## config.mk

```make
export PLATFORM = sky130hd
export DESIGN_NAME = ubg_uart_baud_gen_fifo_irq
export DESIGN_NICKNAME = d
export VERILOG_FILES = /design/src/rtl/ubg_uart_baud_gen_fifo_irq.v
export VERILOG_INCLUDE_DIRS = /design/src /design/src/rtl
export SDC_FILE = /design/constraint.sdc
export NUM_CORES = 1
export LEC_CHECK = 0
export BUFFER_PORTS_ARGS = -buffer_cell sky130_fd_sc_hd__buf_2
export CELL_PAD_IN_SITES_DETAIL_PLACEMENT = 0
export CELL_PAD_IN_SITES_GLOBAL_PLACEMENT = 2
export CORE_MARGIN = 5
export CORE_UTILIZATION = 30
export CTS_BUF_LIST = sky130_fd_sc_hd__clkbuf_2 sky130_fd_sc_hd__clkbuf_4 sky130_fd_sc_hd__clkbuf_8
export CTS_CLUSTER_SIZE = 40
export DETAILED_ROUTE_END_ITERATION = 8
export GPL_TIMING_DRIVEN = 1
export MAX_ROUTING_LAYER = met4
export PLACE_DENSITY_LB_ADDON = 0.3
export SLEW_MARGIN = 20
export SYNTH_ARGS = -nofsm -noshare
export SYNTH_HDL_FRONTEND = slang
export SYNTH_SLANG_ARGS = --single-unit
```

## constraint.sdc

```tcl
create_clock -name clk_sys -period 9.35 [get_ports clk_sys]
set_input_delay 1.4025 -clock clk_sys [delete_from_list [all_inputs] [get_ports clk_sys]]
set_output_delay 1.4025 -clock clk_sys [all_outputs]
set_load 0.03 [all_outputs]
```

## src/rtl/ubg_regs.vh

```
// Register indices, field positions, reset values and timing counts.
// Assumes byte address = index * 4 on a 32-bit APB bus.
`ifndef UBG_REGS_VH
`define UBG_REGS_VH
// ==========================================
// Register indices
`define UBG_IDX_DATA 4'h0
`define UBG_IDX_IER 4'h1
`define UBG_IDX_IIR 4'h2
`define UBG_IDX_LCR 4'h3
`define UBG_IDX_LSR 4'h5
`define UBG_IDX_SCR 4'h7
`define UBG_IDX_HSPD 4'h8
// ==========================================
// Fields and codes
`define UBG_LCR_ACCESS 7
`define UBG_LCR_STOP2 2
`define UBG_LCR_PAR 3
`define UBG_FCR_EN 0
`define UBG_FCR_RXRST 1
`define UBG_FCR_TXRST 2
`define UBG_IIR_NONE 4'h1
`define UBG_IIR_RLS 4'h6
`define UBG_IIR_RDA 4'h4
`define UBG_IIR_TMO 4'hc
`define UBG_IIR_TX_HOLDING_EMPTY 4'h2
`define UBG_LSR_RST 8'h60
`define UBG_DIV_230K 16'h8002
`define UBG_DIV_460K 16'h8001
// ==========================================
// Timing
`define UBG_CLK_KHZ 250000
`define UBG_BASE_KHZ 1843
`define UBG_230_KHZ 3686
`define UBG_460_KHZ 7373
`define UBG_TMO_CHARS 4
`define UBG_OVERSAMPLE 16
`endif

```

## src/rtl/ubg_uart_baud_gen_fifo_irq.v

```verilog
// Baud rate generator, FIFOs, interrupt identification and line status.
// Assumes rx framer and tx shifter on clk_sys; APB master on clk_sys.
//
// Chosen here: the register offsets and register access over APB.
`include "ubg_regs.vh"

module ubg_uart_baud_gen_fifo_irq #(
  parameter AW = 4,
  parameter PRE_BASE = `UBG_CLK_KHZ / `UBG_BASE_KHZ,
  parameter PRE_230 = `UBG_CLK_KHZ / `UBG_230_KHZ,
  parameter PRE_460 = `UBG_CLK_KHZ / `UBG_460_KHZ
) (
  // Clock and reset
  input wire clk_sys,
  input wire srst,
  // APB slave
  input wire psel,
  input wire penable,
  input wire pwrite,
  input wire [11:0] paddr,
  input wire [31:0] pwdata,
  output wire pready,
  output wire pslverr,
  output reg [31:0] prdata,
  // Receive framer side
  input wire rx_char_valid,
  input wire [7:0] rx_char_data,
  input wire [2:0] rx_char_err,
  // Transmit shifter side
  input wire tx_shift_ready,
  input wire tx_shift_empty,
  output wire tx_data_valid,
  output reg [7:0] tx_data,
  // Rate and status outputs
  output reg baud_out,
  output reg baud_tick,
  output reg intr_pending,
  output reg [7:0] line_ctrl
);
  localparam DEPTH = 1 << AW;

  // ==========================================
  // APB decode
  wire [3:0] idx = paddr[5:2];
  wire hit = (paddr[11:6] == 6'h00) && (paddr[1:0] == 2'b00) && (idx != 4'h4) && (idx != 4'h6) &&
    (idx <= `UBG_IDX_HSPD);
  wire acc = psel && penable;
  wire wr = acc && pwrite && hit;
  wire rd = acc && !pwrite && hit;
  assign pready = 1'b1;
  assign pslverr = acc && !hit;

  reg [7:0] ier_q;
  reg [7:0] fcr_q;
  reg [7:0] scr_q;
  reg hspd_q;
  reg [7:0] div_lo_q;
  reg [7:0] div_hi_q;
  wire dl = line_ctrl[`UBG_LCR_ACCESS];
  wire fifo_en = fcr_q[`UBG_FCR_EN];
  wire wr_data = wr && idx == `UBG_IDX_DATA && !dl;
  wire rd_data = rd && idx == `UBG_IDX_DATA && !dl;
  wire wr_div = wr && (idx == `UBG_IDX_DATA || idx == `UBG_IDX_IER) && dl;
  wire wr_fcr = wr && idx == `UBG_IDX_IIR;
  wire rd_iir = rd && idx == `UBG_IDX_IIR;
  wire rd_lsr = rd && idx == `UBG_IDX_LSR;
  wire fcr_flip = wr_fcr && (pwdata[0] != fifo_en);
  wire rx_clr = fcr_flip || (wr_fcr && pwdata[`UBG_FCR_RXRST]);
  wire tx_clr = fcr_flip || (wr_fcr && pwdata[`UBG_FCR_TXRST]);

  always @(posedge clk_sys) begin
    if (srst) begin
      ier_q <= 8'h00;
      fcr_q <= 8'h00;
      scr_q <= 8'h00;
      hspd_q <= 1'b0;
      line_ctrl <= 8'h00;
      div_lo_q <= 8'h00;
      div_hi_q <= 8'h00;
    end else if (wr) begin
      case (idx)
        `UBG_IDX_DATA: begin
          if (dl) begin
            div_lo_q <= pwdata[7:0];
          end
        end
        `UBG_IDX_IER: begin
          if (dl) begin
            div_hi_q <= pwdata[7:0];
          end else begin
            ier_q <= {4'h0, pwdata[3:0]};
          end
        end
        `UBG_IDX_IIR: fcr_q <= {pwdata[7:6], 5'h00, pwdata[0]};
        `UBG_IDX_LCR: line_ctrl <= pwdata[7:0];
        `UBG_IDX_SCR: scr_q <= pwdata[7:0];
        `UBG_IDX_HSPD: hspd_q <= pwdata[0];
        default: ;
      endcase
    end
  end

  // ==========================================
  // Rate generator
  wire [15:0] div = {div_hi_q, div_lo_q};
  wire hs230 = hspd_q && div == `UBG_DIV_230K;
  wire hs460 = hspd_q && div == `UBG_DIV_460K;
  wire [7:0] pre_max = hs230 ? PRE_230[7:0] - 8'h01 : hs460 ? PRE_460[7:0] - 8'h01 : PRE_BASE[7:0] - 8'h01;
  // High-speed divisors act as a divide by one of the faster clock
  wire [15:0] eff = (hs230 || hs460) ? 16'h0001 : div;
  // Zero counts as three
  wire [15:0] period = (eff == 16'h0000) ? 16'h0003 : eff;
  reg [7:0] pre_q;
  reg [15:0] cnt_q;
  wire pre_tick = pre_q == 8'h00;
  wire osc = pre_q > {1'b0, pre_max[7:1]};
  wire wrap = cnt_q >= period - 16'h0001;

  always @(posedge clk_sys) begin
    if (srst) begin
      pre_q <= 8'h00;
      cnt_q <= 16'h0000;
      baud_out <= 1'b0;
      baud_tick <= 1'b0;
    end else begin
      pre_q <= (pre_q >= pre_max) ? 8'h00 : pre_q + 8'h01;
      baud_tick <= pre_tick && wrap;
      if (wr_div) begin
        cnt_q <= 16'h0000;
      end else if (pre_tick) begin
        cnt_q <= wrap ? 16'h0000 : cnt_q + 16'h0001;
      end
      if (period == 16'h0001) begin
        baud_out <= ~osc;
      end else if (period == 16'h0002) begin
        baud_out <= cnt_q[0];
      end else begin
        baud_out <= cnt_q >= 16'h0002;
      end
    end
  end

  // ==========================================
  // Character timing in 16x ticks
  wire [3:0] bits = 4'h7 + {2'b00, line_ctrl[1:0]} + {3'b000, line_ctrl[`UBG_LCR_PAR]} +
    {3'b000, line_ctrl[`UBG_LCR_STOP2]};
  wire [9:0] char_ticks = {2'b00, bits, 4'h0};
  wire [11:0] tmo_limit = {char_ticks, 2'b00};
  wire [9:0] tx_delay = char_ticks - 10'd`UBG_OVERSAMPLE;

  // ==========================================
  // Receive FIFO
  reg [10:0] rx_mem [0:DEPTH-1];
  reg [AW-1:0] rx_wp_q;
  reg [AW-1:0] rx_rp_q;
  reg [AW:0] rx_cnt_q;
  reg [AW:0] err_cnt_q;
  wire rx_full = rx_cnt_q == DEPTH[AW:0];
  wire rx_empty = rx_cnt_q == {(AW+1){1'b0}};
  wire rx_push = rx_char_valid && !rx_full;
  wire rx_pop = rd_data && !rx_empty;
  wire [10:0] rx_top = rx_mem[rx_rp_q];
  wire push_err = rx_push && (rx_char_err != 3'b000);
  wire pop_err = rx_pop && (rx_top[10:8] != 3'b000);

  always @(posedge clk_sys) begin
    if (rx_push) begin
      rx_mem[rx_wp_q] <= {rx_char_err, rx_char_data};
    end
  end

  always @(posedge clk_sys) begin
    if (srst || rx_clr) begin
      rx_wp_q <= {AW{1'b0}};
      rx_rp_q <= {AW{1'b0}};
      rx_cnt_q <= {(AW+1){1'b0}};
      err_cnt_q <= {(AW+1){1'b0}};
    end else begin
      if (rx_push) begin
        rx_wp_q <= rx_wp_q + 1'b1;
      end
      if (rx_pop) begin
        rx_rp_q <= rx_rp_q + 1'b1;
      end
      rx_cnt_q <= rx_cnt_q + {{AW{1'b0}}, rx_push} - {{AW{1'b0}}, rx_pop};
      err_cnt_q <= err_cnt_q + {{AW{1'b0}}, push_err} - {{AW{1'b0}}, pop_err};
    end
  end

  // Trigger levels 1, 4, 8, 14
  reg [AW:0] trig;
  always @* begin
    case (fcr_q[7:6])
      2'b00: trig = 5'd1;
      2'b01: trig = 5'd4;
      2'b10: trig = 5'd8;
      default: trig = 5'd14;
    endcase
  end

  // ==========================================
  // Line status errors, sticky until status read
  reg [3:0] lerr_q;
  wire ovr_evt = rx_char_valid && rx_full;
  wire [2:0] top_err = rx_empty ? 3'b000 : rx_top[10:8];
  always @(posedge clk_sys) begin
    if (srst) begin
      lerr_q <= 4'h0;
    end else begin
      // Set beats the clear of a status read
      lerr_q <= (rd_lsr ? 4'h0 : lerr_q) | {top_err, ovr_evt};
    end
  end

  // ==========================================
  // Receive timeout
  reg [11:0] tmo_q;
  reg tmo_flag_q;
  always @(posedge clk_sys) begin
    if (srst || rx_clr) begin
      tmo_q <= 12'h000;
      tmo_flag_q <= 1'b0;
    end else begin
      if (rx_pop || rx_push || rx_empty) begin
        tmo_q <= 12'h000;
      end else if (baud_tick && tmo_q < tmo_limit) begin
        tmo_q <= tmo_q + 12'h001;
      end
      if (!rx_empty && tmo_q >= tmo_limit && !rx_pop) begin
        tmo_flag_q <= 1'b1;
      end else if (rx_pop || rx_empty) begin
        tmo_flag_q <= 1'b0;
      end
    end
  end

  // ==========================================
  // Transmit FIFO
  reg [7:0] tx_mem [0:DEPTH-1];
  reg [AW-1:0] tx_wp_q;
  reg [AW-1:0] tx_rp_q;
  reg [AW:0] tx_cnt_q;
  wire tx_empty = tx_cnt_q == {(AW+1){1'b0}};
  wire tx_full = tx_cnt_q == DEPTH[AW:0];
  wire tx_push = wr_data && !tx_full;
  wire tx_pop = tx_shift_ready && !tx_empty;
  assign tx_data_valid = !tx_empty;

  always @(posedge clk_sys) begin
    if (tx_push) begin
      tx_mem[tx_wp_q] <= pwdata[7:0];
    end
  end

  always @(posedge clk_sys) begin
    if (srst || tx_clr) begin
      tx_wp_q <= {AW{1'b0}};
      tx_rp_q <= {AW{1'b0}};
      tx_cnt_q <= {(AW+1){1'b0}};
      tx_data <= 8'h00;
    end else begin
      if (tx_push) begin
        tx_wp_q <= tx_wp_q + 1'b1;
      end
      if (tx_pop) begin
        tx_rp_q <= tx_rp_q + 1'b1;
      end
      tx_cnt_q <= tx_cnt_q + {{AW{1'b0}}, tx_push} - {{AW{1'b0}}, tx_pop};
      tx_data <= tx_mem[tx_empty ? tx_wp_q : tx_rp_q];
    end
  end

  // ==========================================
  // Holding-empty indication with single-byte delay
  reg tx_holding_empty_q;
  reg two_seen_q;
  reg [9:0] dly_q;
  reg dly_run_q;
  reg tx_empty_q;
  wire tx_went_empty = tx_empty && !tx_empty_q;
  always @(posedge clk_sys) begin
    if (srst) begin
      tx_holding_empty_q <= 1'b1;
      two_seen_q <= 1'b0;
      dly_q <= 10'h000;
      dly_run_q <= 1'b0;
      tx_empty_q <= 1'b1;
    end else begin
      tx_empty_q <= tx_empty;
      if (tx_holding_empty_q) begin
        two_seen_q <= 1'b0;
      end else if (tx_cnt_q >= 5'd2) begin
        two_seen_q <= 1'b1;
      end
      // A lone byte leaves no time to refill; hold the empty report back
      if (tx_went_empty && fifo_en && !two_seen_q) begin
        dly_q <= 10'h000;
        dly_run_q <= 1'b1;
      end else if (dly_run_q && baud_tick) begin
        dly_q <= dly_q + 10'h001;
        if (dly_q + 10'h001 >= tx_delay) begin
          dly_run_q <= 1'b0;
        end
      end
      if (tx_push) begin
        tx_holding_empty_q <= 1'b0;
      end else if (tx_empty && !dly_run_q && !(tx_went_empty && fifo_en && !two_seen_q)) begin
        tx_holding_empty_q <= 1'b1;
      end
    end
  end

  // ==========================================
  // Transmit interrupt latch
  reg tx_holding_empty_int_q;
  reg ier1_q;
  reg tx_holding_empty_prev_q;
  wire tx_holding_empty_rise = tx_holding_empty_q && !tx_holding_empty_prev_q;
  wire tx_holding_empty_set = tx_holding_empty_rise || (fcr_flip && tx_holding_empty_q) || (ier_q[1] && !ier1_q && tx_holding_empty_q);
  wire [3:0] code;
  wire tx_holding_empty_ack = tx_push || (rd_iir && code == `UBG_IIR_TX_HOLDING_EMPTY);
  always @(posedge clk_sys) begin
    if (srst) begin
      tx_holding_empty_int_q <= 1'b0;
      ier1_q <= 1'b0;
      tx_holding_empty_prev_q <= 1'b1;
    end else begin
      ier1_q <= ier_q[1];
      tx_holding_empty_prev_q <= tx_holding_empty_q;
      // Fresh empty event survives a same-cycle ident read
      if (tx_holding_empty_set) begin
        tx_holding_empty_int_q <= 1'b1;
      end else if (tx_holding_empty_ack) begin
        tx_holding_empty_int_q <= 1'b0;
      end
    end
  end

  // ==========================================
  // Interrupt identification
  wire rls_act = ier_q[2] && (lerr_q != 4'h0);
  wire rda_act = ier_q[0] && (fifo_en ? rx_cnt_q >= trig : !rx_empty);
  wire tmo_act = ier_q[0] && fifo_en && tmo_flag_q;
  wire thr_act = ier_q[1] && tx_holding_empty_int_q && tx_holding_empty_q;
  assign code = rls_act ? `UBG_IIR_RLS :
    rda_act ? `UBG_IIR_RDA :
    tmo_act ? `UBG_IIR_TMO :
    thr_act ? `UBG_IIR_TX_HOLDING_EMPTY : `UBG_IIR_NONE;

  always @(posedge clk_sys) begin
    if (srst) begin
      intr_pending <= 1'b0;
    end else begin
      intr_pending <= code != `UBG_IIR_NONE;
    end
  end

  // ==========================================
  // Read mux
  wire [7:0] line_status_reg = {err_cnt_q != 5'd0,
    tx_holding_empty_q && tx_shift_empty,
    tx_holding_empty_q,
    lerr_q, !rx_empty};
  reg [7:0] rdv;
  always @* begin
    case (idx)
      `UBG_IDX_DATA: rdv = dl ? div_lo_q : rx_top[7:0];
      `UBG_IDX_IER: rdv = dl ? div_hi_q : ier_q;
      `UBG_IDX_IIR: rdv = {fifo_en, fifo_en, 2'b00, code};
      `UBG_IDX_LCR: rdv = line_ctrl;
      `UBG_IDX_LSR: rdv = line_status_reg;
      `UBG_IDX_SCR: rdv = scr_q;
      `UBG_IDX_HSPD: rdv = {7'h00, hspd_q};
      default: rdv = 8'h00;
    endcase
  end

  // Data captured in the setup cycle, stable through the access phase
  always @(posedge clk_sys) begin
    if (srst) begin
      prdata <= 32'h00000000;
    end else if (psel && !penable) begin
      prdata <= {24'h000000, hit ? rdv : 8'h00};
    end
  end
endmodule

```

Word-level counts from Yosys, hierarchy flattened:

Memory sizes are Yosys's and may differ from the RTL's. A register that Yosys moved wholly into a read port is not among the register bits.
Cells that the tools add are included.

* logic and storage cells: 230
* memories: 2
* output and inout port bits: 54
* register bits: 140
* input bits: 63
* memory bits (writable): 304

* bitwise gates (word level): 3
* mux-type cells: 35
* order comparisons: 10
* add/sub/neg operators: 19
* reductions and logical operators: 111
* equal/unequal tests: 19

Memories
* rx_mem: words 16, width 11, read ports 1, clocked after Yosys merged registers in 1, write ports 1, RTL line ubg_uart_baud_gen_fifo_irq.v:153 `reg [10:0] rx_mem [0:DEPTH-1];`
* tx_mem: words 16, width 8, read ports 1, clocked after Yosys merged registers in 1, write ports 1, RTL line ubg_uart_baud_gen_fifo_irq.v:239 `reg [7:0] tx_mem [0:DEPTH-1];`

Operator list (count)
* $pmux 8 s7: 1
* $logic_and 1x1->1: 54
* $mux 16: 3
* $mux 8: 5
* $eq 16x16->1 const B: 2
* $mux 4: 7
* $add 16x1->16 const B: 1
* $add 4x1->4 const B: 4
* $eq 16x1->1 const B: 1
* $eq 16x2->1 const B: 1
* $ge 16x16->1: 1
* $ge 16x2->1 const B: 1
* $logic_not 16->1: 1
* $mux 1: 16
* $sub 16x1->16 const B: 1
* $add 5x1->5: 3
* $logic_not 1->1: 15
* $sub 5x1->5: 3
* $add 12x1->12 const B: 1
* $eq 4x2->1 const B: 3
* $ge 12x10->1: 1
* $logic_or 1x1->1: 12
* $lt 12x10->1: 1
* $pmux 4 s3: 1
* other kinds (36): 58

Depth between registers and ports, before layout:

* depth after elaboration: 12
* depth in mapped cells: 20

Least setup slack after synthesis:

OpenSTA, ideal clock, no wires.

* kind: register to register
* start: reg div_hi_q[0]
* end: reg cnt_q[10]
* stages on the path, launching flop included: 21
* period minus slack after synthesis: 4584 ps
* slack: 4766 ps
* setup time: 64 ps
* buffers on the path: 1
* arrival time: 4520 ps
* path through: dfxtp_1 or4_1 nor4_2 and4_1 and2b_1 or2_2 inv_1 ha_1 nor4b_1 a2111oi_4 nand2_1 nor3_2 nor2_1 ha_1 and2_1 a221oi_1 o211ai_1 a21o_1 a21o_1 buf_2 nor2_1

* cells in the longest elaborated chain, start to end: 9
* elaborated cells between the ends (all ways): 11

Ends and longest elaborated chain
* start, declared: RTL line ubg_uart_baud_gen_fifo_irq.v:58 `reg [7:0] div_hi_q;`
* start signal, assigned: RTL line ubg_uart_baud_gen_fifo_irq.v:89 `div_hi_q <= pwdata[7:0];`
* $eq 16x16->1 (no source line)
* $logic_and 1x1->1 (no source line)
* $logic_or 1x1->1: RTL line ubg_uart_baud_gen_fifo_irq.v:110 `wire [15:0] eff = (hs230 || hs460) ? 16'h0001 : div;`
* $mux 16 *: RTL line ubg_uart_baud_gen_fifo_irq.v:110
* $logic_not 16->1: RTL line ubg_uart_baud_gen_fifo_irq.v:112 `wire [15:0] period = (eff == 16'h0000) ? 16'h0003 : eff;`
* $mux 16 *: RTL line ubg_uart_baud_gen_fifo_irq.v:112
* $sub 16x1->16 *: RTL line ubg_uart_baud_gen_fifo_irq.v:117 `wire wrap = cnt_q >= period - 16'h0001;`
* $ge 16x16->1 *: RTL line ubg_uart_baud_gen_fifo_irq.v:117
* $mux 16 *: RTL line ubg_uart_baud_gen_fifo_irq.v:131 `cnt_q <= wrap ? 16'h0000 : cnt_q + 16'h0001;`
* end signal, assigned: RTL line ubg_uart_baud_gen_fifo_irq.v:131
* end, declared: RTL line ubg_uart_baud_gen_fifo_irq.v:114 `reg [15:0] cnt_q;`

Mark *: on every way between the ends. The rest lies on a longest branch, timed or not.
A chain may end at the register's enable or synchronous reset.

Worst setup path in the final report:

* start: reg div_hi_q[0]
* end: reg cnt_q[3]

Same word-level chain as after synthesis.

==> metrics.txt <==
Max stage delay on crit path 630 ps; Crit Path Max Fanout 13; pwr dens 210 mW/mm2; clk_skew 36.3 ps; synth-to-layout area growth 14.6%; clk sinks 456; post-CTS sizing 0; RSZ-0062 raised after global routing no; CTS H-Tree Depth 3; post-route minimum period 5470 ps; number of synthesized flops with an enable pin 304; Port-buffer cells 67; antenna viol nets, final 0; Hold Startpoint scr_q[3]$_SDFFE_PP0P_; vias in the first global route 13489; crit path buf inv count 1; Die Span X 274 um; Final setup viols 0; CTS Buf Count 85; Worst R2R Start div_hi_q[0]$_SDFFE_PP0P_; WL/cell 19.3 um; via count 13199; Synth top area share 43.6%; Worst setup SP type flop; largest cells by area after synthesis edfxtp_1 (44%), dfxtp_1 (15%), ha_1 (5.3%); postcts setup bufs 0; final cycle utilization of the critical path 58.5%; TNS Setup 0 ps; worst path required time 9940 ps; Die ar. 0.0753 mm2; Setup CP Type flop to flop; drt initial violations 660; placed instance area 0.0222 mm2; worst hold stages 2; fin cells 2789; Synth Flop Type edfxtp_1; placed cell count 2631; cell area after synthesis 0.0210 mm2; drt pass-1 iters 5; DRC errors left 0; final instance area 0.0240 mm2; Die H 274 um; Hold-fix buffers, CTS 0; clock slew at reported path FFs 60 ps; FF-to-FF path depth 19; Hold EP scr_q[3]$_SDFFE_PP0P_; area of the core 0.0697 mm2; Layout Nets 1933; num rows 97; MaxCap Viol Count 0; antenna violations before repair 7; Worst-Skew Late Latency 680 ps; Hold Crit Class flop to flop; RR Endpoint cnt_q[3]$_SDFFE_PP0N_; Distinct cells, synth 80; final worst setup slack 3880 ps; LEAKAGE 8.53 nW; All-Layer GR Usage 14.8%; fmax 183 MHz; clock root buffer master clkbuf_8; Critical Path Sink Type flop; cell taking the most area after synthesis edfxtp_1; Mapped Avg Cell Area 12.5 um2; Worst-Margin Slew 977 ps; crit-path cells or4_1 > nor4_2 > and4_1 > and2b_1 > or2_2 > inv_1 > ha_1 > nor4b_1 > a2111oi_4 > nand2_1 > nor3_2 > nor2_1 > ha_1 > and2_1 > a221oi_1 > o211ai_1 > a21o_1 > a21o_1 > nor2_1; Seq cells post-synth 456; num ports 117; first-pass GRT wire length 83000 um; sequential share of the synthesized area 58.1%; GPL Wtd Cong 0.770; status finished clean; VDD IR max 0.000115 V; layout cells sized above 1 17.4%; fin. max-slew vios 0; clk buf depth 3; largest net degree at the start of global routing 65; Vias per Instance 4.73; CP max-delay cell or4_1; Initial Util 30.1%; CP delay by family, top simple AND/OR/NAND/NOR gates; reg-to-reg slack, setup 3880 ps; YS warnings 0; Max-Slew Margin vs Limit 34.7%; CP Data Arrival Time 6060 ps; Total Wirelength 53900 um; Syn Inst Count 1676; CTS tree yes; Setup WS pre-CTS 3870 ps; Final Hold Violating Endpoints 0; total congestion overflow 0; HPWL after DPL 35700 um; asr flop ratio synth 0%
state kept, by name, indices dropped and copies added, names as in the netlist, 10 cells and up, named ones only:
signal and flops:
tx_mem 128, tmo_q 12, rx_mem 176, cnt_q 16, dly_q 10
power by group:
group / total [mW] / internal, mW / switching, mW / leakage [nW]
sequential: 2.28 / 2.23 / 0.0589 / 3.97
clock: 1.99 / 1.13 / 0.860 / 0.925
combinational: 0.778 / 0.309 / 0.468 / 3.64
final cells by class:
| class | count | area, um2 |
|---|---|---|
| fill | 7013 | 45600 |
| clock inverter | 38 | 329 |
| tap | 940 | 1180 |
| inverter | 64 | 240 |
| antenna | 6 | 15.0 |
| sequential | 456 | 12200 |
| clock buffer | 114 | 1430 |
| multi-input combinational | 1082 | 8160 |
| timing repair buffer | 89 | 504 |
Yosys cell counts, drive strengths merged (3+ instances only):
library cell / count
nor4b: 10
nor3b: 8
nand3: 42
a21o: 10
o21ai: 35
o21a: 7
fa: 4
nor2b: 15
xnor2: 43
a22oi: 39
nand2b: 12
or2: 3
mux4: 42
and2: 12
a31oi: 13
a211oi: 15
nand4b: 3
o41ai: 3
edfxtp: 304
nand3b: 4
dfxtp: 152
and4: 5
and3: 17
a21oi: 76
buf: 69
xor2: 34
o211ai: 5
ha: 88
a221oi: 10
nor2: 156
clkbuf: 28
o31ai: 3
mux2i: 97
nor3: 33
nor4: 17
nand4: 14
or3: 11
inv: 63
a21boi: 3
a2111oi: 3
nand2: 137
worst max-delay path by stage:
stage | startpoint | endpoint | slack, ps | depth (start not counted)
finish | div_hi_q[0]$_SDFFE_PP0P_ | cnt_q[3]$_SDFFE_PP0N_ | 3880 | 19
global route | div_hi_q[0]$_SDFFE_PP0P_ | cnt_q[3]$_SDFFE_PP0N_ | 3340 | 19
CTS | div_hi_q[0]$_SDFFE_PP0P_ | cnt_q[3]$_SDFFE_PP0N_ | 3840 | 19
detailed placement | div_hi_q[0]$_SDFFE_PP0P_ | cnt_q[6]$_SDFFE_PP0N_ | 3870 | 19
global placement | div_hi_q[0]$_SDFFE_PP0P_ | baud_tick$_SDFF_PP0_ | 3890 | 18
floorplan | div_hi_q[0]$_SDFFE_PP0P_ | cnt_q[10]$_SDFFE_PP0N_ | 4770 | 20
layout by cell type (no fill, tap or decap), types with 11 or more instances in the layout:
cell type | synthesis | final
o21ai_0 | 35 | 35
nor2_1 | 156 | 148
xnor2_1 | 43 | 43
buf_2 | 28 | 67
or3_1 | 11 | 11
nand4_1 | 14 | 14
mux4_2 | 42 | 42
nand2_1 | 137 | 137
nor4_1 | 13 | 13
mux2i_1 | 97 | 95
and3_1 | 17 | 17
inv_1 | 62 | 62
nand3_1 | 42 | 42
conb_1 | 2 | 25
clkbuf_4 | 0 | 23
clkinv_1 | 1 | 17
a21oi_1 | 76 | 76
dfxtp_1 | 152 | 150
nor2b_1 | 15 | 15
and2_1 | 11 | 11
nand2b_1 | 12 | 12
edfxtp_1 | 304 | 304
clkbuf_8 | 0 | 91
a22oi_1 | 30 | 30
xor2_1 | 34 | 34
nor3_1 | 29 | 25
ha_1 | 88 | 88
buf_4 | 30 | 21
a31oi_1 | 13 | 13
layer usage:
| layer | vias to the layer above | GRT usage (%) | part of all wire (%) |
|---|---|---|---|
| met4 | 0 | 4.66 | 2.5 |
| met3 | 86 | 3.66 | 6.0 |
| li1 | 6385 | - | - |
| met2 | 278 | 23.0 | 46 |
| met5 | - | - | 0 |
| met1 | 6450 | 19.2 | 45 |
per-stage QoR:
step | util [%] | total power [mW] | hold slack (ps)
5_1_grt | 34.5 | 5.34 | 470
4_1_cts | 34.5 | 5.15 | 457
3_3_place_gp | 31.9 | 3.10 | 444
3_5_place_dp | 31.9 | 3.12 | 448
6_report | 34.5 | 5.06 | 453
2_1_floorplan | - | 2.90 | 427
worst min-delay path, cell delays in order (launching register included):
cell     delay, ps
dfxtp_1        310
nand2_1         50
a21oi_1         50
cells by family (layout without fill, tap and decap cells):
kind of cell             count (synthesis)  in the layout  synth area share (%)
adder cells (fa/ha/maj)                 92             92                  5.63
AO/OA/AOI/OAI                          242            242                  8.12
XOR/XNOR                                77             77                  3.22
other                                    2             31                0.0358
multiplexers                           141            141                  9.25
buffers and inverters                  161            305                  3.82
flip-flops                             456            456                  58.1
AND/OR/NAND/NOR                        505            505                  11.8
Note: power is estimated with default switching activity, not from simulation.
